## src/pkg/sgc_cfg.svh

```systemverilog
// Constants of the global switch control block: offsets, fields, resets and timing.
`ifndef SGC_CFG_SVH
`define SGC_CFG_SVH
// ********************************************************
// Register indices and APB byte addresses
// ********************************************************
`define SGC_IDX_GC0 8'h02
`define SGC_IDX_GC1 8'h03
`define SGC_ADDR_GC0 ({4'h0, `SGC_IDX_GC0} << 2)
`define SGC_ADDR_GC1 ({4'h0, `SGC_IDX_GC1} << 2)
// ********************************************************
// Field positions
// ********************************************************
`define SGC_B_SHARE 2
`define SGC_B_FILTER 1
`define SGC_B_LINKAGE 0
`define SGC_B_PASSALL 7
`define SGC_B_TXDIS 5
`define SGC_B_RXDIS 4
`define SGC_B_LENCHK 3
`define SGC_B_AGEEN 2
`define SGC_B_FASTAGE 1
`define SGC_B_BACKOFF 0
// ********************************************************
// Reset values and strap pull defaults, strap order {aging, pause, backoff}
// ********************************************************
`define SGC_GC0_RESET 3'h4
`define SGC_GC1_RESET 8'h04
`define SGC_STRAP_PULL 3'h4
`define SGC_STRAP_SETTLE 3'h4
// ********************************************************
// Frame constants and buffer pool
// ********************************************************
`define SGC_PAUSE_TYPE 16'h8808
`define SGC_PAUSE_DA 48'h0180C2000001
`define SGC_MAX_LEN 16'h05DC
`define SGC_POOL_BLOCKS 16'h0500
`define SGC_POOL_FIFTH (`SGC_POOL_BLOCKS / 16'h0005)
// ********************************************************
// Timing
// ********************************************************
`define SGC_CLK_MHZ 50
`define SGC_US_CYCLES 6'(`SGC_CLK_MHZ)
`define SGC_AGE_FAST_US 800
`define SGC_AGE_NORMAL_S 300
`endif

```

## src/pkg/sgc_pkg.sv

```systemverilog
// Types shared by the global switch control block.
package sgc_pkg;
    // ********************************************************
    // Frame header and verdict carriers
    // ********************************************************
    typedef struct packed
    {
        logic valid;
        logic [15:0] type_len;
        logic [47:0] dest;
        logic [15:0] actual_len;
        logic flow_ctrl;
        logic errored;
    } sgc_frame_t;
    typedef struct packed
    {
        logic valid;
        logic forward;
    } sgc_verdict_t;
    // ********************************************************
    // Aging states and module state records
    // ********************************************************
    typedef enum logic [2:0] {SGC_AGE_NORMAL = 3'h1, SGC_AGE_FAST_WAIT = 3'h2, SGC_AGE_FAST_PASS = 3'h4} sgc_age_t;
    typedef struct packed
    {
        logic [5:0] pre;
        logic [31:0] count;
        logic fast_q;
        logic tick;
    } sgc_timer_t;
    typedef struct packed
    {
        logic [2:0] s1;
        logic [2:0] s2;
        logic [2:0] s3;
        logic [2:0] value;
    } sgc_sync_t;
    typedef struct packed
    {
        logic loaded;
        logic [2:0] settle;
        logic [2:0] gc0;
        logic [7:0] gc1;
        logic [31:0] prdata;
        logic pslverr;
        sgc_verdict_t verdict;
        logic [4:0] tx_en;
        logic [4:0] rx_en;
        logic [4:0] grant;
        logic [4:0] link_q;
        sgc_age_t age;
        logic busy;
        logic age_start;
        logic flush;
    } sgc_top_t;
endpackage

```

## src/verilog/sgc_age_timer.sv

```systemverilog
// Aging period timer: microsecond prescaler and period counter.
`timescale 1ns/1ps
`include "sgc_cfg.svh"
module sgc_age_timer
    import sgc_pkg::*;
#(
    parameter int unsigned FAST_US = `SGC_AGE_FAST_US,
    parameter int unsigned NORMAL_US = `SGC_AGE_NORMAL_S * 1000000
)
(
    input wire logic pclk,
    input wire logic presetn,
    input wire logic enable,
    input wire logic fast,
    output logic tick
);
    sgc_timer_t s; // Whole state of the timer.
    sgc_timer_t next_s; // Next state.
    logic us_en; // One-cycle pulse each microsecond.
    logic [31:0] period; // Period in microseconds for the active mode.
    // The count restarts on a mode change so a fast period never waits out a normal one.
    always_comb
    begin
        next_s = s;
        next_s.tick = 1'b0;
        next_s.fast_q = fast;
        us_en = (s.pre == (`SGC_US_CYCLES - 6'h01));
        period = fast ? 32'(FAST_US) : 32'(NORMAL_US);
        next_s.pre = us_en ? 6'h00 : s.pre + 6'h01;
        if (!enable || (fast != s.fast_q))
        begin
            next_s.count = 32'h0;
        end
        else if (us_en)
        begin
            if (s.count >= period - 32'h1)
            begin
                next_s.count = 32'h0;
                next_s.tick = 1'b1;
            end
            else
            begin
                next_s.count = s.count + 32'h1;
            end
        end
    end
    // Registers the timer state.
    always_ff @(posedge pclk or negedge presetn)
    begin
        if (!presetn)
        begin
            s <= '0;
        end
        else
        begin
            s <= next_s;
        end
    end
    assign tick = s.tick;
endmodule

```

## src/verilog/sgc_strap_sync.sv

```systemverilog
// Three-stage synchroniser and settle filter for the strap pins.
`timescale 1ns/1ps
`include "sgc_cfg.svh"
module sgc_strap_sync
    import sgc_pkg::*;
(
    input wire logic pclk,
    input wire logic presetn,
    input wire logic [2:0] strap_pin,
    output logic [2:0] strap_value
);
    sgc_sync_t s; // Whole state of the synchroniser.
    sgc_sync_t next_s; // Next state.
    // A bit only changes once stages two and three agree, so a glitch never lands.
    always_comb
    begin
        next_s = s;
        next_s.s1 = strap_pin;
        next_s.s2 = s.s1;
        next_s.s3 = s.s2;
        next_s.value = (s.value & (s.s2 ^ s.s3)) | (s.s3 & ~(s.s2 ^ s.s3));
    end
    // Reset loads the internal pull levels.
    always_ff @(posedge pclk or negedge presetn)
    begin
        if (!presetn)
        begin
            s <= '{s1: `SGC_STRAP_PULL, s2: `SGC_STRAP_PULL, s3: `SGC_STRAP_PULL, value: `SGC_STRAP_PULL};
        end
        else
        begin
            s <= next_s;
        end
    end
    assign strap_value = s.value;
endmodule

```

## src/verilog/sgc_top.sv

```systemverilog
// Global switch control registers over APB with frame, pause, buffer and aging control.
`timescale 1ns/1ps
`include "sgc_cfg.svh"
// How it works
// - Sharing lets a port use whole pool.
// - Filter mode drops pause type or address.
// - Otherwise drop only classified flow-control frames.
// - Link loss triggers one fast aging pass.
// - After that pass, return to normal period.
// - Any unplug flushes all learned addresses.
// - Pass-all forwards every frame, errored too.
// - Transmit pause follows negotiation unless disabled.
// - Receive pause follows negotiation unless disabled.
// - One strap sets both pause disable bits.
// - Length check drops mismatched short frames.
// - Aging runs only while enabled; strap default.
// - Fast age bit selects short period.
// - Aggressive back-off bit, strap default off.
module sgc_top
    import sgc_pkg::*;
#(
    parameter int unsigned AGE_FAST_US = `SGC_AGE_FAST_US,
    parameter int unsigned AGE_NORMAL_US = `SGC_AGE_NORMAL_S * 1000000
)
(
    input wire logic pclk,
    input wire logic presetn,
    input wire logic psel,
    input wire logic penable,
    input wire logic pwrite,
    input wire logic [11:0] paddr,
    input wire logic [31:0] pwdata,
    input wire logic [3:0] pstrb,
    output logic [31:0] prdata,
    output logic pready,
    output logic pslverr,
    input wire logic pause_disable_strap_pin,
    input wire logic backoff_strap_pin,
    input wire logic aging_strap_pin,
    input wire sgc_frame_t frame_in,
    output sgc_verdict_t verdict_out,
    input wire logic [4:0][15:0] port_buf_used,
    output logic [4:0] buf_grant,
    input wire logic [4:0] an_tx_pause,
    input wire logic [4:0] an_rx_pause,
    output logic [4:0] tx_pause_en,
    output logic [4:0] rx_pause_en,
    output logic aggressive_backoff,
    input wire logic [4:0] port_link,
    output logic age_start,
    input wire logic age_done,
    output logic flush_all,
    output logic switch_ready
);
    // ********************************************************
    // Declarations
    // ********************************************************
    sgc_top_t s; // Whole state of the block.
    sgc_top_t next_s; // Next state.
    logic [2:0] strap; // Settled straps, {aging, pause, backoff}.
    logic age_tick; // One-cycle pulse at the end of an aging period.
    logic timer_fast; // Selects the short aging period.
    logic [15:0] buf_limit; // Per-port buffer ceiling.
    logic [4:0] grant_d; // Per-port grant before the register.
    logic hit0; // Address selects the first control register.
    logic hit1; // Address selects the second control register.
    logic [31:0] rd_word; // Read data for the decoded address.
    logic pause_hit; // Frame matches the pause filter.
    logic len_bad; // Frame fails the length check.
    logic link_drop; // Some port went from link to no link.
    logic age_en; // Aging enable bit.

    // ********************************************************
    // Strap synchroniser and aging timer
    // ********************************************************
    sgc_strap_sync u_strap
    (
        .pclk(pclk),
        .presetn(presetn),
        .strap_pin({aging_strap_pin, pause_disable_strap_pin, backoff_strap_pin}),
        .strap_value(strap)
    );

    // The timer sees the fast mode during a link-triggered pass, too.
    assign timer_fast = s.gc1[`SGC_B_FASTAGE] || (s.age != SGC_AGE_NORMAL);
    sgc_age_timer #(
        .FAST_US(AGE_FAST_US),
        .NORMAL_US(AGE_NORMAL_US)
    ) u_timer
    (
        .pclk(pclk),
        .presetn(presetn),
        .enable(s.gc1[`SGC_B_AGEEN]),
        .fast(timer_fast),
        .tick(age_tick)
    );

    // ********************************************************
    // Per-port buffer grants
    // ********************************************************
    // Without sharing a port stops at a fifth, even when the pool is idle.
    assign buf_limit = s.gc0[`SGC_B_SHARE] ? `SGC_POOL_BLOCKS : `SGC_POOL_FIFTH;
    for (genvar i = 0; i < 5; i++)
    begin : g_grant
        assign grant_d[i] = (port_buf_used[i] < buf_limit);
    end

    // ********************************************************
    // Combinational decode
    // ********************************************************
    assign hit0 = (paddr == `SGC_ADDR_GC0);
    assign hit1 = (paddr == `SGC_ADDR_GC1);
    assign age_en = s.gc1[`SGC_B_AGEEN];
    assign link_drop = |(s.link_q & ~port_link);
    // Unimplemented upper bits read as zero.
    assign rd_word = hit0 ? {29'h0, s.gc0} : (hit1 ? {24'h0, s.gc1} : 32'h0);
    // Filter mode matches the literal fields, else trust the classifier.
    assign pause_hit = s.gc0[`SGC_B_FILTER] ?
        ((frame_in.type_len == `SGC_PAUSE_TYPE) || (frame_in.dest == `SGC_PAUSE_DA)) :
        frame_in.flow_ctrl;
    assign len_bad = s.gc1[`SGC_B_LENCHK] && (frame_in.type_len < `SGC_MAX_LEN) &&
        (frame_in.actual_len != frame_in.type_len);

    // ********************************************************
    // Next-state logic
    // ********************************************************
    always_comb
    begin
        next_s = s;
        next_s.age_start = 1'b0;
        next_s.flush = 1'b0;
        // Straps settle through the synchroniser before they are captured.
        if (!s.loaded)
        begin
            if (s.settle == `SGC_STRAP_SETTLE)
            begin
                next_s.loaded = 1'b1;
                next_s.gc1[`SGC_B_TXDIS] = strap[1];
                next_s.gc1[`SGC_B_RXDIS] = strap[1];
                next_s.gc1[`SGC_B_AGEEN] = strap[2];
                next_s.gc1[`SGC_B_BACKOFF] = strap[0];
            end
            else
            begin
                next_s.settle = s.settle + 3'h1;
            end
        end
        // Setup captures read data; wait states refresh it up to the strap load edge, so a held read returns the pre-strap word.
        if (psel && (!penable || !s.loaded))
        begin
            next_s.prdata = rd_word;
            next_s.pslverr = !(hit0 || hit1);
        end
        // Writes land only at the access edge; bits change independently.
        if (psel && penable && s.loaded && pwrite && pstrb[0])
        begin
            if (hit0)
            begin
                next_s.gc0 = pwdata[2:0];
            end
            else if (hit1)
            begin
                next_s.gc1 = pwdata[7:0];
            end
        end
        // Frame verdict, one cycle after the header.
        next_s.verdict.valid = frame_in.valid;
        if (s.gc1[`SGC_B_PASSALL])
        begin
            next_s.verdict.forward = 1'b1;
        end
        else
        begin
            next_s.verdict.forward = !(pause_hit || len_bad || frame_in.errored);
        end
        // Pause enables follow negotiation unless software disables them.
        next_s.tx_en = s.gc1[`SGC_B_TXDIS] ? 5'h00 : an_tx_pause;
        next_s.rx_en = s.gc1[`SGC_B_RXDIS] ? 5'h00 : an_rx_pause;
        next_s.grant = grant_d;
        // Any unplug flushes the table, whatever the aging bits say.
        next_s.link_q = port_link;
        next_s.flush = link_drop;
        // Done clears busy; a start in the same cycle wins below.
        if (age_done)
        begin
            next_s.busy = 1'b0;
        end
        unique case (s.age)
            SGC_AGE_NORMAL:
            begin
                // A link loss hands over to the fast one-shot pass.
                if (link_drop && s.gc0[`SGC_B_LINKAGE] && age_en)
                begin
                    next_s.age = SGC_AGE_FAST_WAIT;
                end
                else if (age_tick && age_en && !s.busy)
                begin
                    next_s.age_start = 1'b1;
                    next_s.busy = 1'b1;
                end
            end
            SGC_AGE_FAST_WAIT:
            begin
                // Disabling aging abandons the pending fast pass.
                if (!age_en)
                begin
                    next_s.age = SGC_AGE_NORMAL;
                end
                else if (age_tick && !s.busy)
                begin
                    next_s.age_start = 1'b1;
                    next_s.busy = 1'b1;
                    next_s.age = SGC_AGE_FAST_PASS;
                end
            end
            SGC_AGE_FAST_PASS:
            begin
                if (age_done)
                begin
                    next_s.age = SGC_AGE_NORMAL;
                end
            end
            default:
            begin
                next_s.age = SGC_AGE_NORMAL;
            end
        endcase
    end

    // ********************************************************
    // State register
    // ********************************************************
    always_ff @(posedge pclk or negedge presetn)
    begin
        if (!presetn)
        begin
            s <= '{loaded: 1'b0, settle: 3'h0, gc0: `SGC_GC0_RESET, gc1: `SGC_GC1_RESET, prdata: 32'h0,
                   pslverr: 1'b0, verdict: '0, tx_en: 5'h00, rx_en: 5'h00, grant: 5'h00, link_q: 5'h00,
                   age: SGC_AGE_NORMAL, busy: 1'b0, age_start: 1'b0, flush: 1'b0};
        end
        else
        begin
            s <= next_s;
        end
    end

    // ********************************************************
    // Outputs
    // ********************************************************
    // Wait states hold software off until straps are in.
    assign pready = s.loaded;
    assign prdata = s.prdata;
    assign pslverr = s.pslverr;
    assign verdict_out = s.verdict;
    assign buf_grant = s.grant;
    assign tx_pause_en = s.tx_en;
    assign rx_pause_en = s.rx_en;
    assign aggressive_backoff = s.gc1[`SGC_B_BACKOFF];
    assign age_start = s.age_start;
    assign flush_all = s.flush;
    assign switch_ready = s.loaded;
endmodule
```

## config.mk

```make
export PLATFORM = sky130hd
export DESIGN_NAME = sgc_top
export DESIGN_NICKNAME = d
export VERILOG_FILES = /design/src/pkg/sgc_pkg.sv /design/src/verilog/sgc_age_timer.sv /design/src/verilog/sgc_strap_sync.sv /design/src/verilog/sgc_top.sv
export VERILOG_INCLUDE_DIRS = /design/src /design/src/pkg
export SDC_FILE = /design/constraint.sdc
export NUM_CORES = 1
export LEC_CHECK = 0
export ABC_CLOCK_PERIOD_IN_PS = 4200
export BUFFER_PORTS_ARGS = -buffer_cell sky130_fd_sc_hd__buf_2
export CORE_ASPECT_RATIO = 1.75
export CORE_UTILIZATION = 46
export CTS_CLUSTER_SIZE = 12
export DETAILED_ROUTE_END_ITERATION = 8
export GPL_ROUTABILITY_DRIVEN = 0
export HOLD_SLACK_MARGIN = 0.03
export PLACE_DENSITY = 0.81
export SLEW_MARGIN = 10
export SYNTH_ARGS = -nofsm -noshare
export SYNTH_HDL_FRONTEND = slang
export SYNTH_SLANG_ARGS = --single-unit
```

## constraint.sdc

```tcl
create_clock -name pclk -period 4.2 [get_ports pclk]
set_input_delay 0.42 -clock pclk [delete_from_list [all_inputs] [get_ports pclk]]
set_output_delay 0.42 -clock pclk [all_outputs]
set_load 0.01 [all_outputs]
```

### After elaboration in Yosys (flattened, before gate mapping)

Cells that the tools add are included.

| storage, ports and cells | value |
|---|---|
| bits of input ports | 235 |
| word-level logic and storage cells | 129 |
| flip-flop bits (word level) | 128 |

| cells by class | value |
|---|---|
| equality and inequality tests | 15 |
| order comparisons | 7 |
| reduce and logical (&&, ||, !) cells | 31 |
| $add $sub $neg | 4 |
| bitwise logic cells | 10 |
| mux-type cells | 37 |

Operators with widths:

| operator | count |
|---|---|
| $mux 32 | 3 |
| $lt 16x11->1 | 5 |
| $eq 48x41->1 const B | 1 |
| $add 32x1->32 const B | 1 |
| $ge 32x32->1 | 1 |
| $sub 32x1->32 const B | 1 |
| $mux 29 | 1 |
| $eq 12x4->1 const B | 2 |
| $mux 6 | 4 |
| $eq 16x16->1 const B | 1 |
| $lt 16x11->1 const B | 1 |
| $mux 8 | 2 |
| $ne 16x16->1 | 1 |
| $mux 5 | 3 |
| $logic_and 1x1->1 | 12 |
| $mux 3 | 4 |
| $mux 1 | 11 |
| $mux 11 | 1 |
| $mux 2 | 5 |
| $pmux 3 s3 | 1 |
| $logic_or 1x1->1 | 7 |
| $add 6x1->6 const B | 1 |
| $and 3x3->3 | 2 |
| $eq 3x3->1 const B | 2 |
| 21 further kinds | 31 |

### Depth between registers and ports, before layout

| depth | value |
|---|---|
| depth in word-level cells | 8 |
| depth in mapped cells | 11 |
| mapped depth without buffers | 9 |

### Hierarchy

From an unflattened synthesis, not the netlist that was laid out.

| unflattened totals | value |
|---|---|
| cell total of the unflattened synthesis | 544 |
| area, all modules | 5657.9 um2 |

Modules (own cells, without submodules):

| module | cells each | seq. area each (um2) | instances | area each (um2) |
|---|---|---|---|---|
| sgc_top | 284 | 1305.0 | 1 | 2907.8 |
| sgc_age_timer | 242 | 1001.0 | 1 | 2388.5 |
| sgc_strap_sync | 18 | 305.3 | 1 | 361.6 |

### Worst setup path before layout

No wires, ideal clock.

| path | value |
|---|---|
| kind | reg2reg |
| from | register s[3] (netlist name) |
| to | register u_timer.s[3] (netlist name) |
| data arrival time | 2956 ps |
| library setup time | 82 ps |
| stages on the path, launching flop included | 10 |
| slack | 1162 ps |
| clock period less this slack | 3038 ps |
| cell sequence | dfstp_2 > nor4b_4 > inv_1 > ha_1 > a211o_1 > a221o_1 > o2111ai_2 > clkbuf_1 > nand4_1 > a21oi_1 |

| between the ends | value |
|---|---|
| word-level cells in the longest chain between the ends | 8 |
| elaborated cells between the ends (all ways) | 11 |
| classes of those cells | add/sub: 1; order compare: 1; eq/ne: 2; mux: 4; reduce/logical: 3 |

RTL lines:

| item | line | RTL |
|---|---|---|
| start: declaration | sgc_top.sv:58 | `sgc_top_t s;` |
| start signal: assignment | sgc_top.sv:237 | `` s <= '{loaded: 1'b0, settle: 3'h0, gc0: `SGC_GC0_RESET, gc1: `SGC_GC1_RESET, prdata: 32'h0, `` |
| start signal: assignment | sgc_top.sv:243 | `s <= next_s;` |
| $ne 3x1->1 * | sgc_top.sv:85 | `` assign timer_fast = s.gc1[`SGC_B_FASTAGE] \|\| (s.age != SGC_AGE_NORMAL); `` |
| $logic_or 1x1->1 * | sgc_top.sv:85 |  |
| $mux 29 | sgc_age_timer.sv:28 | `period = fast ? 32'(FAST_US) : 32'(NORMAL_US);` |
| $sub 32x1->32 | sgc_age_timer.sv:36 | `if (s.count >= period - 32'h1)` |
| $ge 32x32->1 | sgc_age_timer.sv:36 |  |
| $mux 32 | sgc_age_timer.sv:36 |  |
| $mux 32 | sgc_age_timer.sv:34 | `else if (us_en)` |
| $mux 32 | sgc_age_timer.sv:30 | `if (!enable \|\| (fast != s.fast_q))` |
| end signal: assignment | sgc_age_timer.sv:56 | `s <= next_s;` |
| end: declaration | sgc_age_timer.sv:17 | `sgc_timer_t s;` |

Mark *: on every way between the ends. The rest lies on a longest branch, timed or not. The select of a mux whose other input is x is not followed.
A chain may end at the register's enable or synchronous reset.

### Worst setup path after layout

Same ends and word-level chain as after synthesis.

==> results.yml <==
logic_synthesis:
  seq_area_frac_synth: 0.454
  synth_top_cell_by_area: "dfrtp_1"
  yosysTopAreaCellShare: 0.422
  synth_edf_count: 0
  synthTopCellsByCount: "dfrtp_1 (97), buf_4 (51), nor2_1 (41)"
  synth-seq-cells: 104
  synthTopCellsByArea: "dfrtp_1 (42%), buf_4 (6.7%), ha_1 (4.6%)"
  synthCells: 585
  async_flop_share: 1.00
  ys.warnings.count: 0
  synth_cell_types: 66
  synth.most_common_cell: "dfrtp_1"
  synthesis.area_per_instance_um2: 9.84
  synth_ff_type: "dfrtp_1"
  synth_area_mm2: 0.00576
sta:
  rsz0062_at_grt: "no"
  layout_min_cycle_time_ns: 3.67
  finClkSkew_ns: 0.0115
  max_freq_mhz: 272
  min_period_over_period: 0.874
  setup_tns_ns: 0
  hold_viol_final: 0
  slew_headroom: 0.346
  slew_viol_final: 0
  tightestPinTransition_ns: 0.954
  setup_violations: 0
  worst_slack_ns: 0.528
  whs_ns: 0.173
worst_hold_path:
  min_from: "pause_disable_strap_pin"
  hold_end: "u_strap.next_s[7]"
  worstHoldPathCells: 1
  holdCritPathClass: "input pin to flop"
power:
  p_sw_uw: 727
  p_per_area_mw_per_mm2: 345
  power_leakage_uw: 0.00332
  swShare: 0.304
  power_frac_seq: 0.449
  p_int_uw: 1660
  p_comb_frac: 0.201
  p_clk_frac: 0.350
  ir_drop_v: 0.000238
routing:
  route.detailed.drc: 0
  viasPerCell: 5.41
  drt_iter0_drc: 278
  vias: 5034
  first_pass_iters: 5
  post_drt_wl_per_cell_um: 15.8
  routed_wl_um: 14700
  antenna_left: 0
clock_network:
  cts_tree: "built"
  cts_buffer_depth: 2
  clock_sinks: 104
  insertion_delay_ns: 0.36
  ctsResizeCount: 0
  htreeDepth: 3
  clk_pin_slew_ns: 0.07
  cts_root_buffer: "clkbuf_16"
  postCtsSetupBuffers: 0
  holdBufCountCts: 0
  cts_inserted_buffers: 9
die:
  chipHeight_um: 150
  fp.coreArea_mm2: 0.0121
  start_util: 0.477
  die-area_mm2: 0.0130
  die_x_um: 86.6
  ios: 290
  rows: 53
grt:
  grt_pass1_wl_um: 23800
  grt_usage: 0.242
  overflow: 0
  grt_max_degree: 79
  first_global_vias: 4991
  grt_antenna_before_repair: 4
final_layout:
  layout-drive-gt1-share: 0.319
  design_area_mm2: 0.00693
  area_growth_pct: 20.3
  nets: 1015
  fin_util: 0.574
run:
  cap_viol_max_count: 0
critical_path:
  arrival_ns: 3.94
  path_class: "flop to flop"
  r2r-start: "s[3]"
  crit_path_end_kind: "flop"
  cp_data_required_time_ns: 4.47
  critPathLaunch: "s[3]"
  start_kind: "flop"
  r2r_slack_ns: 0.53
  worst_r2r_path_depth: 10
  crit_fanout: 16
  worstReg2RegEnd: "u_timer.s[3]"
run_status:
  status: "finished clean"
placement:
  place_area_mm2: 0.00661
  hpwl_um: 11500
  dp_slack_ns: 0.601
  io_buffers: 198
==> routing by layer <==
metal | GRT usage | share of wire
met1 | 0.289 | 0.41
met2 | 0.406 | 0.48
met3 | 0.0596 | 0.082
met4 | 0.113 | 0.028
met5 | 0 | 0.0015
==> how the worst max path moves through the flow <==
stage	depth (start not counted)	endpoint	slack, ns
after floorplan	9	u_timer.s[3]	1.16
after global placement	10	u_timer.s[3]	0.63
after detailed placement	10	u_timer.s[12]	0.60
after CTS	10	u_timer.s[9]	0.57
after global routing	10	u_timer.s[9]	0.28
final	10	u_timer.s[3]	0.53
==> power groups by stage <==
stage / registers [uW] / logic [uW] / clock network (uW)
CTS: 1070 / 482 / 859
global placement: 1090 / 468 / 0
floorplan: 1080 / 320 / 0
global route: 1080 / 532 / 900
finish: 1070 / 481 / 837
detailed placement: 1090 / 480 / 0
==> stage by stage <==
stage,cells,total power [uW]
after global placement,913,1560
final,931,2390
after global routing,929,2510
after floorplan,608,1400
after CTS,929,2410
after detailed placement,913,1570
==> critical path, cell delays in order (launching register included) <==
cell and delay, ns:
dfstp_2 0.59, nor4b_4 0.42, inv_1 0.34, ha_1 0.38, a21o_1 0.19, a221oi_1 0.41
nor4b_2 0.12, o2111ai_2 0.51, buf_4 0.33, nand4_1 0.11, a21oi_1 0.18
==> layout make-up <==
| cell class | count | area [um^2] |
|---|---|---|
| antenna | 2 | 5.00 |
| clock inverter | 7 | 85.1 |
| fill | 1109 | 5140 |
| clock buffer | 9 | 225 |
| inverter | 27 | 101 |
| timing repair buffer | 203 | 1030 |
| tap | 165 | 206 |
| sequential | 104 | 2610 |
| multi-input combinational | 414 | 2660 |
==> cells in the final DEF (no fill, tap or decap), drive strengths merged, types with 4 or more instances in the layout <==
cell / synthesis / final
buf: 58 / 203
dfrtp: 97 / 97
nor2: 42 / 42
nand2: 42 / 42
o21ai: 34 / 34
nor4: 33 / 33
inv: 27 / 30
conb: 1 / 24
nor3: 21 / 21
ha: 21 / 21
nand3: 20 / 20
xor2: 17 / 17
nand4: 16 / 16
xnor2: 14 / 14
a21oi: 14 / 14
nor2b: 12 / 12
a22oi: 12 / 12
nor4b: 12 / 12
and3: 10 / 10
clkbuf: 4 / 9
a31oi: 8 / 8
dfstp: 7 / 7
mux2i: 6 / 6
mux2: 6 / 6
a22o: 6 / 6
and2: 4 / 4
o22ai: 4 / 4
==> flip-flops by register name, summed over array words and instances, names as in the netlist, 2 cells and up, named ones only <==
register and cells:
buf_grant 5, prdata 8, rx_pause_en 5, s 21, tx_pause_en 5, u_strap.next_s 6
u_strap.s 3, u_timer.s 39, verdict_out 2
==> logic make-up (layout without fill, tap and decap cells) <==
kind of cell             count (synthesis)  after routing  share of synthesized area
adder cells (fa/ha/maj)                 24             24                     0.0509
multiplexers                            12             12                     0.0222
flip-flops                             104            104                      0.454
XOR/XNOR                                31             31                     0.0472
AO/OA/AOI/OAI                           96             96                      0.109
other                                    1             26                   0.000652
AND/OR/NAND/NOR                        227            227                      0.217
buffers and inverters                   90            246                     0.0991
(Power assumes the default switching activity.)
